### src/link_enh_pkg.sv
// Package with offsets, field positions, reset values and helpers of the register bank.
package link_enh_pkg;
   localparam int          CFG_ADDR_W          = 8;
   localparam logic [7:0]  LINK_ENH_OFFSET     = 8'hF4;
   localparam logic [7:0]  SUBSYS_ALIAS_OFFSET = 8'hF8;
   localparam logic [7:0]  VENDOR_RO_OFFSET    = 8'hFC;
   localparam int          TS_STAMP_BIT        = 10;
   localparam int          VIDEO_STAMP_BIT     = 8;
   localparam int          PRIO_ARB_BIT        = 7;
   localparam int          RSVD_RW_BIT         = 2;
   localparam int          ACCEL_BIT           = 1;
   localparam int          SUBSYS_DEV_LSB      = 16;
   localparam int          SUBSYS_MAKER_LSB    = 0;
   localparam logic [31:0] LINK_ENH_RW_MASK    = 32'h0000_0586;
   localparam logic [31:0] SUBSYS_RW_MASK      = 32'hFFFF_FFFF;
   localparam logic [31:0] LINK_ENH_RESET      = 32'h0000_0000;
   localparam logic [31:0] SUBSYS_RESET        = 32'h0000_0000;
   localparam logic [31:0] VENDOR_RO_VALUE     = 32'h0000_0000;
   localparam logic [5:0]  FMT_MPEG            = 6'h20;
   localparam logic [5:0]  FMT_DV              = 6'h00;
   localparam int          PIN_SYNC_STAGES     = 3;
   localparam int          RST_SYNC_STAGES     = 2;

   typedef enum logic [1:0] {SEL_NONE, SEL_LINK_ENH, SEL_SUBSYS, SEL_VENDOR} reg_sel_t;

   // Replaces the enabled byte lanes of the writable bits only.
   function automatic logic [31:0] merge_bytes(input logic [31:0] cur,
                                               input logic [31:0] wr,
                                               input logic [3:0]  be,
                                               input logic [31:0] mask);
      logic [31:0] lane;
      lane = 32'h0000_0000;
      for (int i = 0; i < 4; i++) begin
         lane[i*8 +: 8] = {8{be[i]}};
      end
      lane = lane & mask;
      return (cur & ~lane) | (wr & lane);
   endfunction
endpackage

### src/cfg_req_if.sv
// Interface carrying one decoded configuration access between the bank modules.
`timescale 1ns/1ps
`default_nettype none
interface cfg_req_if;
   import link_enh_pkg::*;
   logic        wr;
   logic        rd;
   reg_sel_t    sel;
   logic [31:0] wdata;
   logic [3:0]  be;
   modport decoder (output wr, output rd, output sel, output wdata, output be);
   modport bank    (input wr, input rd, input sel, input wdata, input be);
endinterface
`default_nettype wire

### src/cfg_decode.sv
// Address decoder that turns a raw configuration access into a register select.
`timescale 1ns/1ps
`default_nettype none
module cfg_decode (
   input  wire logic                              wr_in,
   input  wire logic                              rd_in,
   input  wire logic [link_enh_pkg::CFG_ADDR_W-1:0] addr_in,
   input  wire logic [31:0]                       wdata_in,
   input  wire logic [3:0]                        be_in,
   cfg_req_if.decoder                             req
);
   import link_enh_pkg::*;

   logic [7:0] word_addr;

   assign word_addr = {addr_in[7:2], 2'b00};
   assign req.wr    = wr_in & ~rd_in;
   assign req.rd    = rd_in;
   assign req.wdata = wdata_in;
   assign req.be    = be_in;

   always_comb begin
      unique case (word_addr)
         LINK_ENH_OFFSET:     req.sel = SEL_LINK_ENH;
         SUBSYS_ALIAS_OFFSET: req.sel = SEL_SUBSYS;
         VENDOR_RO_OFFSET:    req.sel = SEL_VENDOR;
         default:             req.sel = SEL_NONE;
      endcase
   end
endmodule
`default_nettype wire

### src/stream_stamp_select.sv
// Decides per transmit stream whether the timestamp enhancement applies.
`timescale 1ns/1ps
`default_nettype none
module stream_stamp_select #(
   parameter int FMT_W = 6
) (
   input  wire logic             clk_in,
   input  wire logic             rst_b_in,
   input  wire logic             clear_in,
   input  wire logic             mpeg_on_in,
   input  wire logic             dv_on_in,
   input  wire logic             fmt_valid_in,
   input  wire logic [FMT_W-1:0] fmt_in,
   output logic                  apply_q_out
);
   import link_enh_pkg::*;

   generate
      if (FMT_W != 6) begin : g_bad_width
         $error("stream_stamp_select: format code must be 6 bits wide.");
      end
   endgenerate

   logic apply_d;

   always_comb begin
      apply_d = 1'b0;
      if (fmt_valid_in) begin
         if (mpeg_on_in && fmt_in == FMT_MPEG) begin
            apply_d = 1'b1;
         end
         if (dv_on_in && fmt_in == FMT_DV) begin
            apply_d = 1'b1;
         end
      end
   end

   always_ff @(posedge clk_in or negedge rst_b_in) begin
      if (!rst_b_in) begin
         apply_q_out <= 1'b0;
      end else if (clear_in) begin
         apply_q_out <= 1'b0;
      end else begin
         apply_q_out <= apply_d;
      end
   end
endmodule
`default_nettype wire

### src/link_enhance_subsys_regs.sv
// Configuration register bank: link enhancement bits, subsystem alias and read-only word.
`timescale 1ns/1ps
`default_nettype none
// Contract
// - Bit 10 RW, stamps transport streams format 20h
// - Bit 8 RW, stamps video streams format 00h
// - Bit 7 RW, enables priority arbitration responses
// - Bit 1 RW, tells PHY acceleration supported
// - Reserved bits 11,9,6-3,0 read zero
// - Three reset sources restore writable defaults
// - Alias write loads subsystem IDs, reads back
// - Upper half device code, lower maker code
// - Read-only word at FCh reads zero
module link_enhance_subsys_regs #(
   parameter int FMT_W = 6
) (
   input  wire logic                              clk_in,
   input  wire logic                              rst_b_in,
   input  wire logic                              pcie_fund_reset_b_in,
   input  wire logic                              global_reset_input_b_in,
   input  wire logic                              cfg_wr_in,
   input  wire logic                              cfg_rd_in,
   input  wire logic [link_enh_pkg::CFG_ADDR_W-1:0] cfg_addr_in,
   input  wire logic [31:0]                       cfg_wdata_in,
   input  wire logic [3:0]                        cfg_be_in,
   input  wire logic                              tx_fmt_valid_in,
   input  wire logic [FMT_W-1:0]                  tx_fmt_in,
   output logic [31:0]                            cfg_rdata_out,
   output logic                                   cfg_rd_ack_out,
   output logic                                   cfg_wr_ack_out,
   output logic                                   transport_stream_stamp_on_out,
   output logic                                   video_stream_stamp_on_out,
   output logic                                   priority_arb_on_out,
   output logic                                   accel_support_to_phy_out,
   output logic                                   stamp_apply_out,
   output logic [15:0]                            subsystem_device_code_out,
   output logic [15:0]                            subsystem_maker_code_out,
   output logic                                   subsystem_id_load_out
);
   import link_enh_pkg::*;

   logic [RST_SYNC_STAGES-1:0] rst_sync_q;
   logic                       rst_sync_b;
   logic [PIN_SYNC_STAGES-1:0] pcie_sync_q;
   logic [PIN_SYNC_STAGES-1:0] global_reset_input_sync_q;
   logic                       pcie_level_q;
   logic                       global_reset_input_level_q;
   logic                       soft_clear;
   logic [31:0]                link_enh_q;
   logic [31:0]                link_enh_d;
   logic [31:0]                subsys_q;
   logic [31:0]                subsys_d;
   logic [31:0]                rdata_d;
   logic                       link_wr;
   logic                       subsys_wr;

   cfg_req_if req ();

   cfg_decode u_decode (
      .wr_in    (cfg_wr_in),
      .rd_in    (cfg_rd_in),
      .addr_in  (cfg_addr_in),
      .wdata_in (cfg_wdata_in),
      .be_in    (cfg_be_in),
      .req      (req.decoder)
   );

   // Power-on reset is released through two flip-flops.
   always_ff @(posedge clk_in or negedge rst_b_in) begin
      if (!rst_b_in) begin
         rst_sync_q <= '0;
      end else begin
         rst_sync_q <= {rst_sync_q[RST_SYNC_STAGES-2:0], 1'b1};
      end
   end
   assign rst_sync_b = rst_sync_q[RST_SYNC_STAGES-1];

   // Reset pins pass three flip-flops; a level counts once the last two agree.
   always_ff @(posedge clk_in or negedge rst_sync_b) begin
      if (!rst_sync_b) begin
         pcie_sync_q <= '1;
         global_reset_input_sync_q <= '1;
      end else begin
         pcie_sync_q <= {pcie_sync_q[PIN_SYNC_STAGES-2:0], pcie_fund_reset_b_in};
         global_reset_input_sync_q <= {global_reset_input_sync_q[PIN_SYNC_STAGES-2:0], global_reset_input_b_in};
      end
   end

   always_ff @(posedge clk_in or negedge rst_sync_b) begin
      if (!rst_sync_b) begin
         pcie_level_q <= 1'b1;
         global_reset_input_level_q <= 1'b1;
      end else begin
         if (pcie_sync_q[1] == pcie_sync_q[2]) begin
            pcie_level_q <= pcie_sync_q[2];
         end
         if (global_reset_input_sync_q[1] == global_reset_input_sync_q[2]) begin
            global_reset_input_level_q <= global_reset_input_sync_q[2];
         end
      end
   end

   assign soft_clear = ~pcie_level_q | ~global_reset_input_level_q;

   assign link_wr   = req.wr && req.sel == SEL_LINK_ENH;
   assign subsys_wr = req.wr && req.sel == SEL_SUBSYS;

   // Only the writable bits in enabled byte lanes take write data; every other bit keeps its value.
   assign link_enh_d = merge_bytes(link_enh_q, req.wdata, req.be, LINK_ENH_RW_MASK);
   assign subsys_d   = merge_bytes(subsys_q, req.wdata, req.be, SUBSYS_RW_MASK);

   always_ff @(posedge clk_in or negedge rst_sync_b) begin
      if (!rst_sync_b) begin
         link_enh_q <= LINK_ENH_RESET;
      end else if (soft_clear) begin
         link_enh_q <= LINK_ENH_RESET;
      end else if (link_wr) begin
         link_enh_q <= link_enh_d;
      end
   end

   always_ff @(posedge clk_in or negedge rst_sync_b) begin
      if (!rst_sync_b) begin
         subsys_q <= SUBSYS_RESET;
      end else if (soft_clear) begin
         subsys_q <= SUBSYS_RESET;
      end else if (subsys_wr) begin
         subsys_q <= subsys_d;
      end
   end

   // Subsystem identification copies and their load pulse.
   always_ff @(posedge clk_in or negedge rst_sync_b) begin
      if (!rst_sync_b) begin
         subsystem_device_code_out <= SUBSYS_RESET[31:16];
         subsystem_maker_code_out  <= SUBSYS_RESET[15:0];
         subsystem_id_load_out     <= 1'b0;
      end else if (soft_clear) begin
         subsystem_device_code_out <= SUBSYS_RESET[31:16];
         subsystem_maker_code_out  <= SUBSYS_RESET[15:0];
         subsystem_id_load_out     <= 1'b0;
      end else begin
         subsystem_id_load_out <= subsys_wr;
         if (subsys_wr) begin
            subsystem_device_code_out <= subsys_d[SUBSYS_DEV_LSB +: 16];
            subsystem_maker_code_out  <= subsys_d[SUBSYS_MAKER_LSB +: 16];
         end
      end
   end

   // Enable outputs follow the register bits, so they lag a write by two cycles.
   always_ff @(posedge clk_in or negedge rst_sync_b) begin
      if (!rst_sync_b) begin
         transport_stream_stamp_on_out <= 1'b0;
         video_stream_stamp_on_out     <= 1'b0;
         priority_arb_on_out           <= 1'b0;
         accel_support_to_phy_out      <= 1'b0;
      end else begin
         transport_stream_stamp_on_out <= link_enh_q[TS_STAMP_BIT];
         video_stream_stamp_on_out     <= link_enh_q[VIDEO_STAMP_BIT];
         priority_arb_on_out           <= link_enh_q[PRIO_ARB_BIT];
         accel_support_to_phy_out      <= link_enh_q[ACCEL_BIT];
      end
   end

   stream_stamp_select #(
      .FMT_W (FMT_W)
   ) u_stamp (
      .clk_in       (clk_in),
      .rst_b_in     (rst_sync_b),
      .clear_in     (soft_clear),
      .mpeg_on_in   (link_enh_q[TS_STAMP_BIT]),
      .dv_on_in     (link_enh_q[VIDEO_STAMP_BIT]),
      .fmt_valid_in (tx_fmt_valid_in),
      .fmt_in       (tx_fmt_in),
      .apply_q_out  (stamp_apply_out)
   );

   // Read data; bit 2 is stored and read back although software should leave it zero.
   always_comb begin
      unique case (req.sel)
         SEL_LINK_ENH: rdata_d = link_enh_q & LINK_ENH_RW_MASK;
         SEL_SUBSYS:   rdata_d = subsys_q;
         SEL_VENDOR:   rdata_d = VENDOR_RO_VALUE;
         SEL_NONE:     rdata_d = 32'h0000_0000;
      endcase
   end

   always_ff @(posedge clk_in or negedge rst_sync_b) begin
      if (!rst_sync_b) begin
         cfg_rdata_out  <= 32'h0000_0000;
         cfg_rd_ack_out <= 1'b0;
         cfg_wr_ack_out <= 1'b0;
      end else begin
         cfg_rd_ack_out <= req.rd;
         cfg_wr_ack_out <= req.wr;
         if (req.rd) begin
            cfg_rdata_out <= rdata_d;
         end
      end
   end
endmodule
`default_nettype wire

### config.mk
export PLATFORM = sky130hd
export DESIGN_NAME = link_enhance_subsys_regs
export DESIGN_NICKNAME = d
export VERILOG_FILES = /design/src/link_enh_pkg.sv /design/src/cfg_req_if.sv /design/src/cfg_decode.sv /design/src/stream_stamp_select.sv /design/src/link_enhance_subsys_regs.sv
export SDC_FILE = /design/constraint.sdc
export NUM_CORES = 1
export LEC_CHECK = 0
export ABC_AREA = 1
export BUFFER_PORTS_ARGS = -buffer_cell sky130_fd_sc_hd__buf_2
export CAP_MARGIN = 20
export CORE_UTILIZATION = 35
export CTS_CLUSTER_SIZE = 12
export DETAILED_ROUTE_END_ITERATION = 8
export PLACE_DENSITY = 0.67
export SETUP_SLACK_MARGIN = 0.3
export SKIP_CTS_REPAIR_TIMING = 1
export SLEW_MARGIN = 20
export SYNTH_ARGS = -nofsm -noshare
export SYNTH_HDL_FRONTEND = slang
export SYNTH_HIERARCHICAL = 1
export SYNTH_SLANG_ARGS = --single-unit
### constraint.sdc
create_clock -name clk_in -period 8.3 [get_ports clk_in]
set_input_delay 2.075 -clock clk_in [delete_from_list [all_inputs] [get_ports clk_in]]
set_output_delay 2.075 -clock clk_in [all_outputs]
set_load 0.01 [all_outputs]
==> impl_metrics.sql <==
INSERT INTO impl_metrics (metric_group, metric, value, unit) VALUES
('setup_path', 'setup.worst_path.end_class', 'flop', ''),
('power', 'power.share.sequential', '0.472', ''),
('placement', 'buffer_ports.inserted', '126', ''),
('synth', 'synth_mux_area_frac', '0', ''),
('synth', 'synth_register_bits', '87', ''),
('synth', 'combinational_family_with_the_most_area_after_synthesis', 'simple AND/OR/NAND/NOR gates', ''),
('setup_path', 'cp_data_required_time', '8.58', 'ns'),
('clocking', 'cts-buffers-inserted', '9', ''),
('sta', 'max_freq', '259', 'MHz'),
('power', 'net-switching-power', '211', 'uW'),
('synth', 'synthXorXnorAreaFrac', '0', ''),
('placement', 'dp.cells', '720', ''),
('power', 'power_density', '187', 'mW/mm2'),
('synth', 'synth-warning-count', '6', ''),
('cells_and_area', 'num_antenna_cells', '0', ''),
('placement', 'place_hpwl', '6.38', 'mm'),
('setup_path', 'crit_arrival', '4.13', 'ns'),
('power', 'internal_power', '710', 'uW'),
('sta', 'totalNegativeSetupSlack', '0', 'ns'),
('routing', 'routed-via-count', '3465', ''),
('synth', 'synth_compound_gate_area_share', '0.0441', ''),
('power', 'vdd_ir_drop_max', '0.118', 'mV'),
('global_routing', 'globalRouteOverflowTotal', '0', ''),
('power', 'power.leakage', '0.00281', 'uW'),
('global_routing', 'grt_start_max_net_pins', '86', ''),
('die', 'floorplan.initialDensity', '0.363', ''),
('sta', 'final_max_slew_viol_count', '0', ''),
('power', 'combinationalPowerShare', '0.054', ''),
('sta', 'rsz0062_at_grt', 'no', ''),
('status', 'violations', 'design-rule violations', ''),
('power', 'sw_frac_of_total', '0.229', ''),
('job', 'max_cap_viol_count', '0', ''),
('sta', 'final_hold_slack', '0.324', 'ns'),
('sta', 'period_needed', '3.86', 'ns'),
('routing', 'route.detailed.vias_per_inst', '4.70', ''),
('routing', 'drt_drc_violations_left', '10', ''),
('global_routing', 'antenna_violations_before_repair', '0', ''),
('sta', 'worstMarginPinSlew', '1.06', 'ns'),
('routing', 'wirelength_routed', '9.74', 'mm'),
('synth', 'synthSimpleGateAreaFrac', '0.285', ''),
('cells_and_area', 'commonest_non_fill_non_tap_cells_in_the_layout', '186 x sky130_fd_sc_hd__nand2_1, 126 x sky130_fd_sc_hd__buf_2, 78 x sky130_fd_sc_hd__dfrtp_1', ''),
('die', 'io_pins', '129', ''),
('synth', 'synth-seq-area-share', '0.521', ''),
('synth', 'synth.net_count', '569', ''),
('die', 'die_h', '111', 'um'),
('setup_path', 'timing.setup.critical_path_class', 'input port to flop', ''),
('synth', 'synth_cell_type_count', '18', ''),
('die', 'die_area', '0.0124', 'mm2'),
('sta', 'setup-violations-final', '0', ''),
('die', 'placement_rows', '39', ''),
('clocking', 'htree_levels', '3', ''),
('placement', 'gp_routability_congestion', '0.757', ''),
('synth', 'synth.avg_cell_area', '8.19', 'um2'),
('setup_path', 'worst-path-max-fanout', '35', ''),
('sta', 'final_hold_violation_count', '0', ''),
('synth', 'synth-adder-area-share', '0.00477', ''),
('cells_and_area', 'area_delta_synth_final', '17.5', '%'),
('sta', 'slew_headroom', '0.287', ''),
('cells_and_area', 'nets', '646', ''),
('min_path', 'min-delay-path-class', 'flop to async pin', ''),
('clocking', 'clock_latency', '0.34', 'ns'),
('clocking', 'clockRootBuffer', 'sky130_fd_sc_hd__clkbuf_16', ''),
('setup_path', 'critical_path.startpoint_type', 'input port', ''),
('cells_and_area', 'share_of_post_route_cells_with_drive_strength_above_1', '0.271', ''),
('clocking', 'cts.path.max_buffers', '2', ''),
('die', 'fp.coreArea', '0.0116', 'mm2'),
('sta', 'fin_crit_sh', '0.465', ''),
('power', 'clock_power_share', '0.474', ''),
('status', 'result_of_the_run', 'finished, violations left', ''),
('routing', 'ant_nets', '0', ''),
('global_routing', 'grt_first_pass_wirelength', '16.6', 'mm'),
('clocking', 'cts_tree', 'done', ''),
('cells_and_area', 'layoutNonFillerInstCount', '737', ''),
('synth', 'synth.cell_area', '0.00420', 'mm2'),
('sta', 'final.setup_skew', '0.00473', 'ns'),
('routing', 'first_pass_iters', '7', ''),
('synth', 'cells_after_synthesis', '512', ''),
('global_routing', 'number_of_global_route_vias_before_repair', '3290', ''),
('clocking', 'cts.sink_count', '87', ''),
('routing', 'first_iter_violations', '248', ''),
('routing', 'routed_wire_length_per_instance', '13.2', 'um'),
('die', 'die_width', '111', 'um'),
('global_routing', 'grtUsageTotal', '0.168', ''),
('cells_and_area', 'layout_commonest_cell', 'sky130_fd_sc_hd__nand2_1', ''),
('clocking', 'clk_transition_reported_paths', '0.06', 'ns');
[final cells by class]
type,instances,area (um2)
Sequential cell,87,2190
Timing Repair Buffer,128,658
Fill cell,1162,6630
Clock buffer,9,225
Tap cell,143,179
Inverter,47,179
Clock inverter,7,96.3
Multi-Input combinational cell,316,1400
[cells by family after synthesis]
logic type | count (synthesis)
AND/OR/NAND/NOR | 276
buffers and inverters | 109
flip-flops | 87
AO/OA/AOI/OAI | 37
adder cells (fa/ha/maj) | 2
other | 1
[power groups by stage]
stage | Combinational [uW] | Sequential [uW] | Clock [uW]
finish | 49.9 | 435 | 436
global route | 56.7 | 436 | 468
CTS | 45.2 | 439 | 449
detailed placement | 45.0 | 447 | 0
global placement | 44.1 | 447 | 0
floorplan | 38.4 | 445 | 0
[worst max-delay path, stage by stage]
cell and delay, ns:
sky130_fd_sc_hd__buf_2 0.10, sky130_fd_sc_hd__buf_4 0.25, sky130_fd_sc_hd__nor2_1 0.46, sky130_fd_sc_hd__nand3_4 0.46, sky130_fd_sc_hd__nor2_8 0.57, sky130_fd_sc_hd__nand2_1 0.12, sky130_fd_sc_hd__nand2_1 0.09
[path summary, 6_finish.rpt]
check | from | to | slack, ns | cells after the start
setup / recovery | cfg_rd_in | subsys_q[17]$_DFFE_PN0P_ | 4.44 | 7
hold / removal | rst_sync_q[1]$_DFF_PN0_ | cfg_rdata_out[15]$_DFFE_PN0P_ | 0.32 | 0
setup reg to reg | global_reset_input_level_q$_DFFE_PN1N_ | subsys_q[16]$_DFFE_PN0P_ | 6.69 | 4
hold reg to reg | rst_sync_q[1]$_DFF_PN0_ | cfg_rdata_out[15]$_DFFE_PN0P_ | 0.32 | 0
max in group asynchronous | rst_b_in | rst_sync_q[1]$_DFF_PN0_ | 6.69 | 1
min in group clk_in | global_reset_input_sync_q[0]$_DFF_PN1_ | global_reset_input_sync_q[1]$_DFF_PN1_ | 0.36 | 0
[sequential cells by signal (all words and copies together), names as in the netlist]
| name | flops |
|---|---|
| accel_support_to_phy_out | 1 |
| cfg_rd_ack_out | 1 |
| cfg_rdata_out | 32 |
| cfg_wr_ack_out | 1 |
| global_reset_input_level_q | 1 |
| global_reset_input_sync_q | 3 |
| link_enh_q | 5 |
| pcie_level_q | 1 |
| pcie_sync_q | 3 |
| priority_arb_on_out | 1 |
| rst_sync_q | 2 |
| subsys_q | 32 |
| subsystem_id_load_out | 1 |
| transport_stream_stamp_on_out | 1 |
| u_stamp/apply_q_out | 1 |
| video_stream_stamp_on_out | 1 |
[synthesized netlist by cell type]
master	number	area (um2)
sky130_fd_sc_hd__nand3_1	76	380
sky130_fd_sc_hd__inv_1	44	165
sky130_fd_sc_hd__buf_2	11	55.1
sky130_fd_sc_hd__buf_6	5	56.3
sky130_fd_sc_hd__dfrtp_1	79	1980
sky130_fd_sc_hd__nand3_4	2	35.0
sky130_fd_sc_hd__nor2_8	2	40.0
sky130_fd_sc_hd__nor2_1	9	33.8
sky130_fd_sc_hd__nor2_2	1	6.26
sky130_fd_sc_hd__o21ai_0	37	185
sky130_fd_sc_hd__conb_1	1	3.75
sky130_fd_sc_hd__nand2_1	186	698
sky130_fd_sc_hd__maj3_1	2	20.0
sky130_fd_sc_hd__clkbuf_1	8	30.0
sky130_fd_sc_hd__dfstp_2	8	210
sky130_fd_sc_hd__inv_2	2	7.51
sky130_fd_sc_hd__buf_4	38	285
sky130_fd_sc_hd__inv_4	1	6.26
[metrics by stage]
step	total power, uW	cell area (um2)	worst slack [ns]	util
after CTS	934	4910	4.42	0.425
after global placement	491	4590	4.13	0.397
after floorplan	483	4200	5.13	-
after global routing	961	4930	4.23	0.426
after detailed placement	492	4590	4.06	0.397
final	921	4930	4.44	0.426
[layer usage]
metal	part of all wire	global-route usage	vias to the layer above	routed length [um]
met3	0.068	0.0577	5	662
met4	0.0052	0.0441	0	51
li1	-	-	1720	-
met5	0	0	-	0
met1	0.45	0.215	1616	4360
met2	0.48	0.273	124	4670
No activity file was read; power rests on OpenSTA's default activity.
